### src/hw/jlp_regs.svh
/*
  Register indices, field ranges and reset values of the link
  parameter bank. Assumes byte address = 4 x index on the bus.
*/
`ifndef JLP_REGS_SVH
`define JLP_REGS_SVH

// ----------------------------------------
// Register indices
// ----------------------------------------
`define JLP_IDX_DEVICE_ID 12'h450
`define JLP_IDX_LANES 12'h453
`define JLP_IDX_OCTETS 12'h454
`define JLP_IDX_FRAMES 12'h455
`define JLP_IDX_CONV 12'h456
`define JLP_IDX_CTRL_RES 12'h457
`define JLP_IDX_SUBCLASS 12'h458
`define JLP_IDX_VERSION 12'h459
`define JLP_IDX_DENSITY 12'h45A
`define JLP_IDX_RES_ONE 12'h45B
`define JLP_IDX_RES_TWO 12'h45C
`define JLP_IDX_CHECKSUM 12'h45D
`define JLP_IDX_STATUS 12'h45E

// ----------------------------------------
// Field positions
// ----------------------------------------
`define JLP_TOP3 7:5
`define JLP_LOW5 4:0
`define JLP_CTRL_BITS 7:6
`define JLP_TOP_BIT 7
`define JLP_ST_MATCH 0
`define JLP_ST_LOCKED 1
`define JLP_ST_SOFT 2

// ----------------------------------------
// Reset and fixed values
// ----------------------------------------
`define JLP_RST_SCR 1'b1
`define JLP_RST_FRAMES 5'h1F
`define JLP_FRAMES_16 5'h0F
`define JLP_RST_LANES 5'h07
`define JLP_RST_OCTETS 8'h00
`define JLP_RST_CONV 8'h01
`define JLP_RST_RES 5'h0F
`define JLP_RST_NP 5'h0F
`define JLP_RST_SPF 5'h01
`define JLP_RST_HD 1'b1
`define JLP_ZERO3 3'h0
`define JLP_ZERO8 8'h00
`define JLP_PAD 24'h00_0000

`endif

### src/hw/jlp_pkg.sv
/*
  Types shared by the link parameter bank files.
  Assumes jlp_regs.svh supplies the numeric constants.
*/
package jlp_pkg;
  // Classic Wishbone request from the master
  typedef struct packed {
    logic cyc;
    logic stb;
    logic we;
    logic [13:0] adr;
    logic [3:0] sel;
    logic [31:0] dat;
  } jlp_wb_req_type;

  // Settings handed to the serial receiver core
  typedef struct packed {
    logic descramble_en;
    logic [4:0] frames_per_mf;
    logic [2:0] subclass;
    logic [2:0] version;
    logic [7:0] reserved_one;
    logic [7:0] reserved_two;
    logic [7:0] checksum;
  } jlp_link_cfg_type;

  typedef logic [2:0][7:0] jlp_id_bytes_type;
  typedef logic [12:0][7:0] jlp_cks_bytes_type;
endpackage

### src/hw/jlp_wb_front.sv
/*
  Classic Wishbone slave front end: one wait state, registered ack
  and read data. Assumes the master holds its request until ack.
*/
`timescale 1ns/1ps
`default_nettype none
`include "jlp_regs.svh"

module jlp_wb_front (
  input wire logic sys_clk,
  input wire logic reset,
  input wire jlp_pkg::jlp_wb_req_type wb_req,
  input wire logic [7:0] rd_data,
  output logic wb_ack,
  output logic [31:0] wb_dat,
  output logic acc,
  output logic acc_we,
  output logic acc_lane0,
  output logic [11:0] acc_idx,
  output logic [7:0] acc_data
);
  import jlp_pkg::*;

  // Access is taken once, in the cycle before ack
  assign acc = wb_req.cyc & wb_req.stb & ~wb_ack;
  assign acc_we = wb_req.we;
  assign acc_lane0 = wb_req.sel[0];
  assign acc_idx = wb_req.adr[13:2];
  assign acc_data = wb_req.dat[7:0];

  always_ff @(posedge sys_clk)
  begin
    if (reset)
      wb_ack <= 1'b0;
    else
      wb_ack <= acc;
  end

  always_ff @(posedge sys_clk)
  begin
    if (reset)
      wb_dat <= {`JLP_PAD, `JLP_ZERO8};
    else if (acc & ~wb_req.we)
      wb_dat <= {`JLP_PAD, rd_data};
  end
endmodule // jlp_wb_front

`default_nettype wire

### src/hw/jlp_cksum.sv
/*
  Running byte sum of the link parameter bytes, modulo 256,
  compared with the programmed checksum. Inputs are synchronous.
*/
`timescale 1ns/1ps
`default_nettype none

module jlp_cksum (
  input wire logic sys_clk,
  input wire logic reset,
  input wire jlp_pkg::jlp_cks_bytes_type bytes,
  input wire logic [7:0] expected,
  output logic [7:0] sum,
  output logic match
);
  import jlp_pkg::*;

  function automatic logic [7:0] byte_sum(jlp_cks_bytes_type b);
    logic [7:0] s;
    s = 8'h00;
    for (int i = 0; i < 13; i++)
      s = s + b[i];
    return s;
  endfunction

  always_ff @(posedge sys_clk)
  begin
    if (reset)
    begin
      sum <= 8'h00;
      match <= 1'b0;
    end
    else
    begin
      sum <= byte_sum(bytes);
      match <= (byte_sum(bytes) == expected);
    end
  end
endmodule // jlp_cksum

`default_nettype wire

### src/hw/jlp_link_param_regs.sv
/*
  Link parameter register bank for the serial receiver core,
  reached over classic Wishbone, 8-bit data in the low byte.
  Assumes soft_reset_held and link_id_bytes come from the
  neighbouring control bank, synchronous to sys_clk.
*/
// Our own choice: the Wishbone interface to the registers.
`timescale 1ns/1ps
`default_nettype none
`include "jlp_regs.svh"

module jlp_link_param_regs #(
  parameter logic [4:0] LANES_M1 = `JLP_RST_LANES,
  parameter logic [7:0] OCTETS_M1 = `JLP_RST_OCTETS,
  parameter logic [7:0] CONV_M1 = `JLP_RST_CONV,
  parameter logic [4:0] RES_M1 = `JLP_RST_RES,
  parameter logic [4:0] NP_M1 = `JLP_RST_NP,
  parameter logic [4:0] SPF_M1 = `JLP_RST_SPF,
  parameter logic HIGH_DENSITY = `JLP_RST_HD
) (
  input wire logic sys_clk,
  input wire logic reset,
  input wire jlp_pkg::jlp_wb_req_type wb_req,
  output wire logic wb_ack,
  output wire logic [31:0] wb_dat,
  input wire logic soft_reset_held,
  input wire jlp_pkg::jlp_id_bytes_type link_id_bytes,
  output var jlp_pkg::jlp_link_cfg_type link_cfg,
  output logic locked_write_seen,
  output wire logic checksum_match
);
  import jlp_pkg::*;

  logic acc;
  logic acc_we;
  logic acc_lane0;
  logic [11:0] acc_idx;
  logic [7:0] acc_data;
  logic [7:0] rd_data;
  logic [7:0] cks_sum;
  logic wr;
  logic rd;
  jlp_cks_bytes_type cks_bytes;

  // ----------------------------------------
  // Decode helpers
  // ----------------------------------------
  function automatic logic frames_ok(logic [4:0] v);
    return (v == `JLP_FRAMES_16) || (v == `JLP_RST_FRAMES);
  endfunction

  function automatic logic is_locked(logic [11:0] idx);
    return (idx == `JLP_IDX_SUBCLASS) ||
      (idx == `JLP_IDX_VERSION) ||
      (idx == `JLP_IDX_RES_ONE) ||
      (idx == `JLP_IDX_RES_TWO) ||
      (idx == `JLP_IDX_CHECKSUM);
  endfunction

  assign wr = acc & acc_we & acc_lane0;
  assign rd = acc & ~acc_we;

  // ----------------------------------------
  // Bus front end
  // ----------------------------------------
  jlp_wb_front u_front (
    .sys_clk(sys_clk),
    .reset(reset),
    .wb_req(wb_req),
    .rd_data(rd_data),
    .wb_ack(wb_ack),
    .wb_dat(wb_dat),
    .acc(acc),
    .acc_we(acc_we),
    .acc_lane0(acc_lane0),
    .acc_idx(acc_idx),
    .acc_data(acc_data)
  );

  // ----------------------------------------
  // Writable link settings
  // ----------------------------------------
  always_ff @(posedge sys_clk)
  begin
    if (reset)
    begin
      link_cfg.descramble_en <= `JLP_RST_SCR;
      link_cfg.frames_per_mf <= `JLP_RST_FRAMES;
      link_cfg.subclass <= `JLP_ZERO3;
      link_cfg.version <= `JLP_ZERO3;
      link_cfg.reserved_one <= `JLP_ZERO8;
      link_cfg.reserved_two <= `JLP_ZERO8;
      link_cfg.checksum <= `JLP_ZERO8;
    end
    else if (wr)
    begin
      unique case (acc_idx)
        `JLP_IDX_LANES:
          link_cfg.descramble_en <= acc_data[`JLP_TOP_BIT];
        `JLP_IDX_FRAMES:
          if (frames_ok(acc_data[`JLP_LOW5]))
            link_cfg.frames_per_mf <= acc_data[`JLP_LOW5];
        `JLP_IDX_SUBCLASS:
          link_cfg.subclass <= acc_data[`JLP_TOP3];
        `JLP_IDX_VERSION:
          link_cfg.version <= acc_data[`JLP_TOP3];
        `JLP_IDX_RES_ONE:
          link_cfg.reserved_one <= acc_data;
        `JLP_IDX_RES_TWO:
          link_cfg.reserved_two <= acc_data;
        `JLP_IDX_CHECKSUM:
          link_cfg.checksum <= acc_data;
        default:
          ;
      endcase
    end
  end

  // ----------------------------------------
  // Write outside soft reset
  // ----------------------------------------
  // flag locked writes
  always_ff @(posedge sys_clk)
  begin
    if (reset)
      locked_write_seen <= 1'b0;
    else if (wr && is_locked(acc_idx) && !soft_reset_held)
      locked_write_seen <= 1'b1;
    else if (wr && acc_idx == `JLP_IDX_STATUS &&
      acc_data[`JLP_ST_LOCKED])
      locked_write_seen <= 1'b0;
  end

  // ----------------------------------------
  // Read data
  // ----------------------------------------
  always_comb
  begin
    rd_data = `JLP_ZERO8;
    unique case (acc_idx)
      `JLP_IDX_LANES:
        rd_data = {link_cfg.descramble_en, 2'b00, LANES_M1};
      `JLP_IDX_OCTETS:
        rd_data = OCTETS_M1;
      `JLP_IDX_FRAMES:
        rd_data = {`JLP_ZERO3, link_cfg.frames_per_mf};
      `JLP_IDX_CONV:
        rd_data = CONV_M1;
      `JLP_IDX_CTRL_RES:
        rd_data = {`JLP_ZERO3, RES_M1};
      `JLP_IDX_SUBCLASS:
        rd_data = {link_cfg.subclass, NP_M1};
      `JLP_IDX_VERSION:
        rd_data = {link_cfg.version, SPF_M1};
      `JLP_IDX_DENSITY:
        rd_data = {HIGH_DENSITY, 7'h00};
      `JLP_IDX_RES_ONE:
        rd_data = link_cfg.reserved_one;
      `JLP_IDX_RES_TWO:
        rd_data = link_cfg.reserved_two;
      `JLP_IDX_CHECKSUM:
        rd_data = link_cfg.checksum;
      `JLP_IDX_STATUS:
        rd_data = {5'h00, soft_reset_held,
          locked_write_seen, checksum_match};
      default:
        rd_data = `JLP_ZERO8;
    endcase
  end

  // ----------------------------------------
  // Checksum compare
  // ----------------------------------------
  always_comb
  begin
    cks_bytes[0] = link_id_bytes[0];
    cks_bytes[1] = link_id_bytes[1];
    cks_bytes[2] = link_id_bytes[2];
    cks_bytes[3] = {link_cfg.descramble_en, 2'b00, LANES_M1};
    cks_bytes[4] = OCTETS_M1;
    cks_bytes[5] = {`JLP_ZERO3, link_cfg.frames_per_mf};
    cks_bytes[6] = CONV_M1;
    cks_bytes[7] = {`JLP_ZERO3, RES_M1};
    cks_bytes[8] = {link_cfg.subclass, NP_M1};
    cks_bytes[9] = {link_cfg.version, SPF_M1};
    cks_bytes[10] = {HIGH_DENSITY, 7'h00};
    cks_bytes[11] = link_cfg.reserved_one;
    cks_bytes[12] = link_cfg.reserved_two;
  end

  jlp_cksum u_cksum (
    .sys_clk(sys_clk),
    .reset(reset),
    .bytes(cks_bytes),
    .expected(link_cfg.checksum),
    .sum(cks_sum),
    .match(checksum_match)
  );
endmodule // jlp_link_param_regs

`default_nettype wire

### config.mk
export PLATFORM = sky130hd
export DESIGN_NAME = jlp_link_param_regs
export DESIGN_NICKNAME = d
export VERILOG_FILES = /design/src/hw/jlp_pkg.sv /design/src/hw/jlp_wb_front.sv /design/src/hw/jlp_cksum.sv /design/src/hw/jlp_link_param_regs.sv
export VERILOG_INCLUDE_DIRS = /design/src /design/src/hw
export SDC_FILE = /design/constraint.sdc
export NUM_CORES = 1
export LEC_CHECK = 0
export BUFFER_PORTS_ARGS = -buffer_cell sky130_fd_sc_hd__buf_2
export CAP_MARGIN = 20
export CORE_ASPECT_RATIO = 0.75
export CORE_UTILIZATION = 45
export CTS_BUF_LIST = sky130_fd_sc_hd__clkbuf_4 sky130_fd_sc_hd__clkbuf_8 sky130_fd_sc_hd__clkbuf_16
export DETAILED_ROUTE_END_ITERATION = 16
export GPL_ROUTABILITY_DRIVEN = 0
export PLACE_DENSITY_LB_ADDON = 0.05
export SETUP_SLACK_MARGIN = 0.2
export SLEW_MARGIN = 10
export SYNTH_ARGS = -nofsm -noshare
export SYNTH_HDL_FRONTEND = slang
export SYNTH_HIERARCHICAL = 1
export SYNTH_SLANG_ARGS = --single-unit
### constraint.sdc
create_clock -name sys_clk -period 8 [get_ports sys_clk]
set_clock_uncertainty 0.1 [all_clocks]
set_input_delay 0.4 -clock sys_clk [delete_from_list [all_inputs] [get_ports sys_clk]]
set_output_delay 0.4 -clock sys_clk [all_outputs]
set_load 0.02 [all_outputs]
==> run summary, run 1 <==
Die area: 11,920 µm²
Worst-path clk slew: 60 ps
FF-to-FF setup slack: 3090 ps
Final instance area: 5803 µm²
Initial antenna violation count: 0
Setup Fix Bufs, Post-CTS: 0
Worst slew margin: 0.3928
Via count: 4,067
Max Slew Vio Count: 0
IO Pins: 151
# setup viols final: 0
DR vias/cell: 4.912
Final ANT Viol Nets: 0
Vias in the first global route: 3,820
CP Cell Sequence: inv_1, fa_1, inv_1, fa_1, fa_1, fa_1, inv_1, fa_1, inv_1, ha_1, a21o_1, a21oi_2, nor2_1, a211oi_2, xnor3_1, nor4_2
Fin Hold WS: 270.8 ps
Critical Path AT: 5020 ps
Pwr/cell area: 253.4 nW/µm²
DR pass1 iterations: 5
CP max stage cell: fa_1
Slew of the pin with the lowest slew margin: 902.4 ps
Critical path class: reg -> reg
Detailed placer's ending HPWL: 9933 µm
Synthesized area per cell: 8.971 µm²
Max VDD drop: 0.1578 mV
R2R Path End: u_cksum/match$_SDFF_PP0_
Final cell count without fillers: 828
Setup crit end kind: register
Dpl cells: 820
Clock Latency Late Sink: 290 ps
WHS Path Cells: 3
WP buf/inv: 4
Sink Count: 47
Outcome: completed
Residual DRC: 0
Die Wd: 125.7 µm
CTS Hold Bufs: 0
Post-DR wirelength/cell: 14.59 µm
CTS tree: yes
CP max stage delay: 580 ps
Fmax: 0.2037 GHz
TNS Setup: 0 ps
Ant. Diodes: 0
Fin crit share: 0.6135
Die span in y: 94.81 µm
H-tree depth: 2
Max clock buf depth: 2
Tmin final: 4908 ps
GR Util All Layers: 0.2132
Initial DRC count: 263
CP most frequent cell: fa_1
Clk root buf: clkbuf_16
Hold WC Path Type: in -> reg
Largest net degree at the start of global routing: 42
Port buffer count: 97
Rows: 33
Post-Syn Area: 5167 µm²
Reg2Reg Depth: 16
CP top delay family: adder cells
P_leak: 2.737 nW
Crit Path Max Fanout: 4
CP startpoint kind: register
Hold worst-path end: u_front/wb_ack$_SDFF_PP0_
Final Hold Fails: 0
Pre-CTS WS: 2818 ps
CTS Buf Count: 5
Remaining Overflow, GRT: 0
# resized after CTS: 0
CP Data Required Time: 8110 ps
Syn. warnings: 6
Final WS setup: 3092 ps
Initial Util: 0.4670
Post-Route WL: 12,080 µm
Post-DP Area: 5658 µm²
First-pass GRT wire length: 19,490 µm
Placeable core area: 11,070 µm²
Layout cells sized above 1: 0.1773
RSZ-0062 raised after global routing: false
Hold wc startpoint: wb_req[51]
Mapped Cells: 576
Nets: 847
P&R area growth vs syn: 12.30%
Number of max-cap violations: 0
R2r startpoint: link_cfg[33]$_SDFFE_PP1P_
[sequential cells by signal, indices dropped and copies added, names as in the netlist]
register and cells:
link_cfg 36, locked_write_seen 1, u_cksum/match 1, u_front/wb_ack 1
u_front/wb_dat 8
[worst register-to-register path, cell delays in order (launching register included)]
cell      delay (ps)
dfxtp_1          400
inv_1             70
fa_1             430
inv_1             70
fa_1             450
fa_1             520
fa_1             540
inv_1             50
fa_1             580
inv_1             60
ha_1             280
a21o_1           170
a21oi_2          180
nor2_1            80
a211oi_2         230
xnor3_1          360
nor4_2           250
[layer usage]
layer	global-route usage	vias to the layer above	part of all wire
met3	0.04306	7	0.075
met1	0.3074	1943	0.47
met4	0.03313	0	0.0060
li1	-	1934	-
met5	0	-	0
met2	0.3361	183	0.45
[final cells by class]
| class | instances | area [µm²] |
|---|---|---|
| sequential | 47 | 940.9 |
| fill | 1092 | 5263 |
| tap | 140 | 175.2 |
| clock inverter | 1 | 5.005 |
| multi-input combinational | 424 | 3625 |
| inverter | 109 | 409.1 |
| timing repair buffer | 100 | 508.0 |
| clock buffer | 7 | 140.1 |
[layout by cell type, fill, tap and decap left out, drive strengths merged, types with 7 or more instances in the layout]
master	instances
nand4	9
nand3	25
inv	109
ha	11
a21oi	28
xnor2	23
o21ai	21
fa	69
nand2b	21
nor3	8
dfxtp	47
mux2i	18
nand2	40
nor2	11
clkbuf	7
buf	100
xor2	8
conb	76
[power by group]
group	switching (mW)	total [mW]	internal, mW
clock	0.0917	0.214	0.123
combinational	0.532	1.02	0.489
sequential	0.000776	0.236	0.235
total	0.624	1.47	0.846
[metrics by stage]
stage | util | power [mW]
2_1_floorplan | - | 1.117
3_3_place_gp | 0.5113 | 1.242
3_5_place_dp | 0.5113 | 1.281
4_1_cts | 0.5244 | 1.502
5_1_grt | 0.5244 | 1.635
6_report | 0.5244 | 1.471
[worst max-delay path by stage]
stage / startpoint / to / slack, ps / depth (start not counted)
3_5_place_dp: link_id_bytes[3] / u_cksum/match$_SDFF_PP0_ / 2820 / 17
3_3_place_gp: link_id_bytes[3] / u_cksum/match$_SDFF_PP0_ / 2860 / 17
5_1_grt: link_cfg[33]$_SDFFE_PP1P_ / u_cksum/match$_SDFF_PP0_ / 2810 / 16
4_1_cts: link_cfg[33]$_SDFFE_PP1P_ / u_cksum/match$_SDFF_PP0_ / 3010 / 16
2_1_floorplan: link_id_bytes[3] / u_cksum/match$_SDFF_PP0_ / 3140 / 16
6_report: link_cfg[33]$_SDFFE_PP1P_ / u_cksum/match$_SDFF_PP0_ / 3090 / 16
No activity file was read; power rests on OpenSTA's default activity.
==> run 2, diff against run 1 <==
- ABC_AREA: not set -> 1
- clock period: 8 -> 4.04 ns (I/O delays scaled with it)
==> run 2 against run 1 <==
The flow now finishes with violations (setup timing). Sequential share of layout area down 1.0 points. Synthesized cell count grew 21%. Count of clock-buffer cells in the layout unchanged. First-iteration DRC count is 6.5% lower. Final cell count rose by 22%. Die area rose by 3.0%. Critical path depth is 2 higher. Combinational power grew to 2.5 times the previous value. Flip-flop and latch count did not move. Critical path type unchanged. Highest routed layer unchanged.
==> run summary, run 2 <==
Layout cells sized above 1: 0.2471 (+0.06973)
DR pass1 iterations: 5 (unchanged)
Post-DP Area: 6117 µm² (+8.1%)
Critical path class: reg -> reg
Port buffer count: 97 (unchanged)
Util after Layout: 0.5471 (+0.02272)
Fin crit share: 1.107 (+0.4937)
Most common cell after layout, fill and taps aside: inv_1
Synthesized area per cell: 7.629 µm² (-15%)
Final ANT Viol Nets: 0 (unchanged)
Fin Hold WS: 80.14 ps (-190.7 ps)
Clk root buf: clkbuf_16
CP Data Required Time: 4170 ps (-3940 ps)
First-pass GRT wire length: 19,700 µm (+1.1%)
Post-Syn Area: 5325 µm² (+3.1%)
IO Pins: 151 (unchanged)
Max Slew Vio Count: 0 (unchanged)
Worst slew margin: 0.3704 (-0.02243)
Reg2Reg Depth: 18 (+2)
CTS tree: yes
P_leak: 3.358 nW (+23%)
Crit Path Max Fanout: 2 (-2)
Syn. warnings: 6 (unchanged)
P&R area growth vs syn: 18.89%
Placeable core area: 11,570 µm² (+4.6%)
Final cell count without fillers: 1,012 (+22%)
Setup Fix Bufs, Post-CTS: 0 (unchanged)
Failing checks: setup timing
Vias in the first global route: 4,087 (+7.0%)
Critical Path AT: 4610 ps (-410 ps)
Post-DR wirelength/cell: 12.21 µm (-16%)
Final instance area: 6331 µm² (+9.1%)
Reg with most FFs: link_cfg
TNS Setup: -433.3 ps (-433.3 ps)
Hold WC Path Type: in -> reg
Largest registers: link_cfg: 36 flops, u_front/wb_dat: 8 flops
Max clock buf depth: 2 (unchanged)
Outcome: complete, but fails checks
Pre-CTS WS: -556.6 ps (-3375 ps)
CP startpoint kind: register
CTS Buf Count: 5 (unchanged)
Rows: 34 (+3.0%)
Tmin final: 4473 ps (-434.8 ps)
Nets: 1,009 (+19%)
Initial Util: 0.4602 (-0.006776)
Die area: 12,280 µm² (+3.0%)
Post-Route WL: 12,360 µm (+2.3%)
Worst-path clk slew: 70 ps (about the same)
Max reg flops: 36 (unchanged)
Initial antenna violation count: 0 (unchanged)
H-tree depth: 2 (unchanged)
Via count: 4,549 (+12%)
DR vias/cell: 4.495 (-8.5%)
Final WS setup: -433.3 ps (-3525 ps)
Sink Count: 47 (unchanged)
Detailed placer's ending HPWL: 10,680 µm (+7.5%)
# setup viols final: 1 (+1)
Pwr/cell area: 553.3 nW/µm² (+120%)
Mapped Cells: 698 (+21%)
Die span in y: 96.21 µm (+1.5%)
Fmax: 0.2235 GHz (+9.7%)
Number of max-cap violations: 0 (unchanged)
RSZ-0062 raised after global routing: true
Setup crit end kind: register
Die Wd: 127.6 µm (+1.5%)
Clock Latency Late Sink: 290 ps (about the same)
WHS Path Cells: 3 (unchanged)
Most frequent cells in the layout: 174 x inv_1, 97 x buf_2, 92 x nand2_1, 79 x conb_1, 68 x fa_1
GR Util All Layers: 0.2115 (-0.001651)
Residual DRC: 0 (unchanged)
Ant. Diodes: 0 (unchanged)
Dpl cells: 1,004 (+22%)
Remaining Overflow, GRT: 0 (unchanged)
Final Hold Fails: 0 (unchanged)
Initial DRC count: 246 (-6.5%)
Overall Power: 3.503 mW (+140%)
Slew of the pin with the lowest slew margin: 943.4 ps (+40.92 ps)
Largest net degree at the start of global routing: 34 (-19%)
Max VDD drop: 0.5585 mV (+250%)
CTS Hold Bufs: 0 (unchanged)
-- run 2: routing by layer --
metal | wire length (µm) | vias to the layer above | track usage
met5 | 0 | - | 0
met4 | 90 | 0 | 0.03431
met3 | 898 | 9 | 0.04058
met2 | 5683 | 159 | 0.3479
met1 | 5685 | 2122 | 0.2949
li1 | - | 2259 | -
-- run 2: final cells by class --
type                       instances  area [µm²]
clock buffer                       7       146.4
clock inverter                     1       3.754
fill                            1172        5240
inverter                         187       701.9
multi-input combinational        486        3640
sequential                        47       963.4
tap                              162       202.7
timing repair buffer             122       673.1
-- run 2: power breakdown --
| part | internal, mW | total (mW) | switching (mW) | leakage (nW) |
|---|---|---|---|---|
| sequential | 0.466 | 0.469 | 0.00327 | 0.383 |
| combinational | 1.18 | 2.60 | 1.42 | 2.90 |
| clock | 0.252 | 0.437 | 0.185 | 0.0750 |
| total | 1.90 | 3.50 | 1.60 | 3.36 |
-- run 2: worst paths after layout --
| path | startpoint | slack, ps | end |
|---|---|---|---|
| worst min-delay path | wb_req[3] | 80 | link_cfg[3]$_SDFFE_PP0P_ |
| worst min register to register | u_front/wb_dat[7]$_SDFFE_PP0P_ | 380 | u_front/wb_dat[7]$_SDFFE_PP0P_ |
| worst max-delay path | link_cfg[18]$_SDFFE_PP0P_ | -430 | u_cksum/match$_SDFF_PP0_ |
| worst max register to register | link_cfg[18]$_SDFFE_PP0P_ | -430 | u_cksum/match$_SDFF_PP0_ |
-- run 2: worst max-delay path, stage by stage, from the launching register on --
cell and delay, ps:
dfxtp_4 350, inv_2 30, fa_1 450, fa_1 500, inv_1 60, fa_1 500, inv_1 50, fa_1 490
fa_1 410, inv_1 70, ha_2 160, inv_2 40, fa_2 520, o21ai_1 80, nor3b_2 160, nand4_1 130
a21oi_2 140, o2111ai_2 110, nor2_2 90
-- run 2: timing repair --
action / 4_1_cts / 5_1_grt
endpoints found under the hold margin: 0 / 0
cloned: 0 / 0
pin swaps: 5 / 25
endpoints found under the setup margin: 1 / 1
resized for setup: 1 / 14
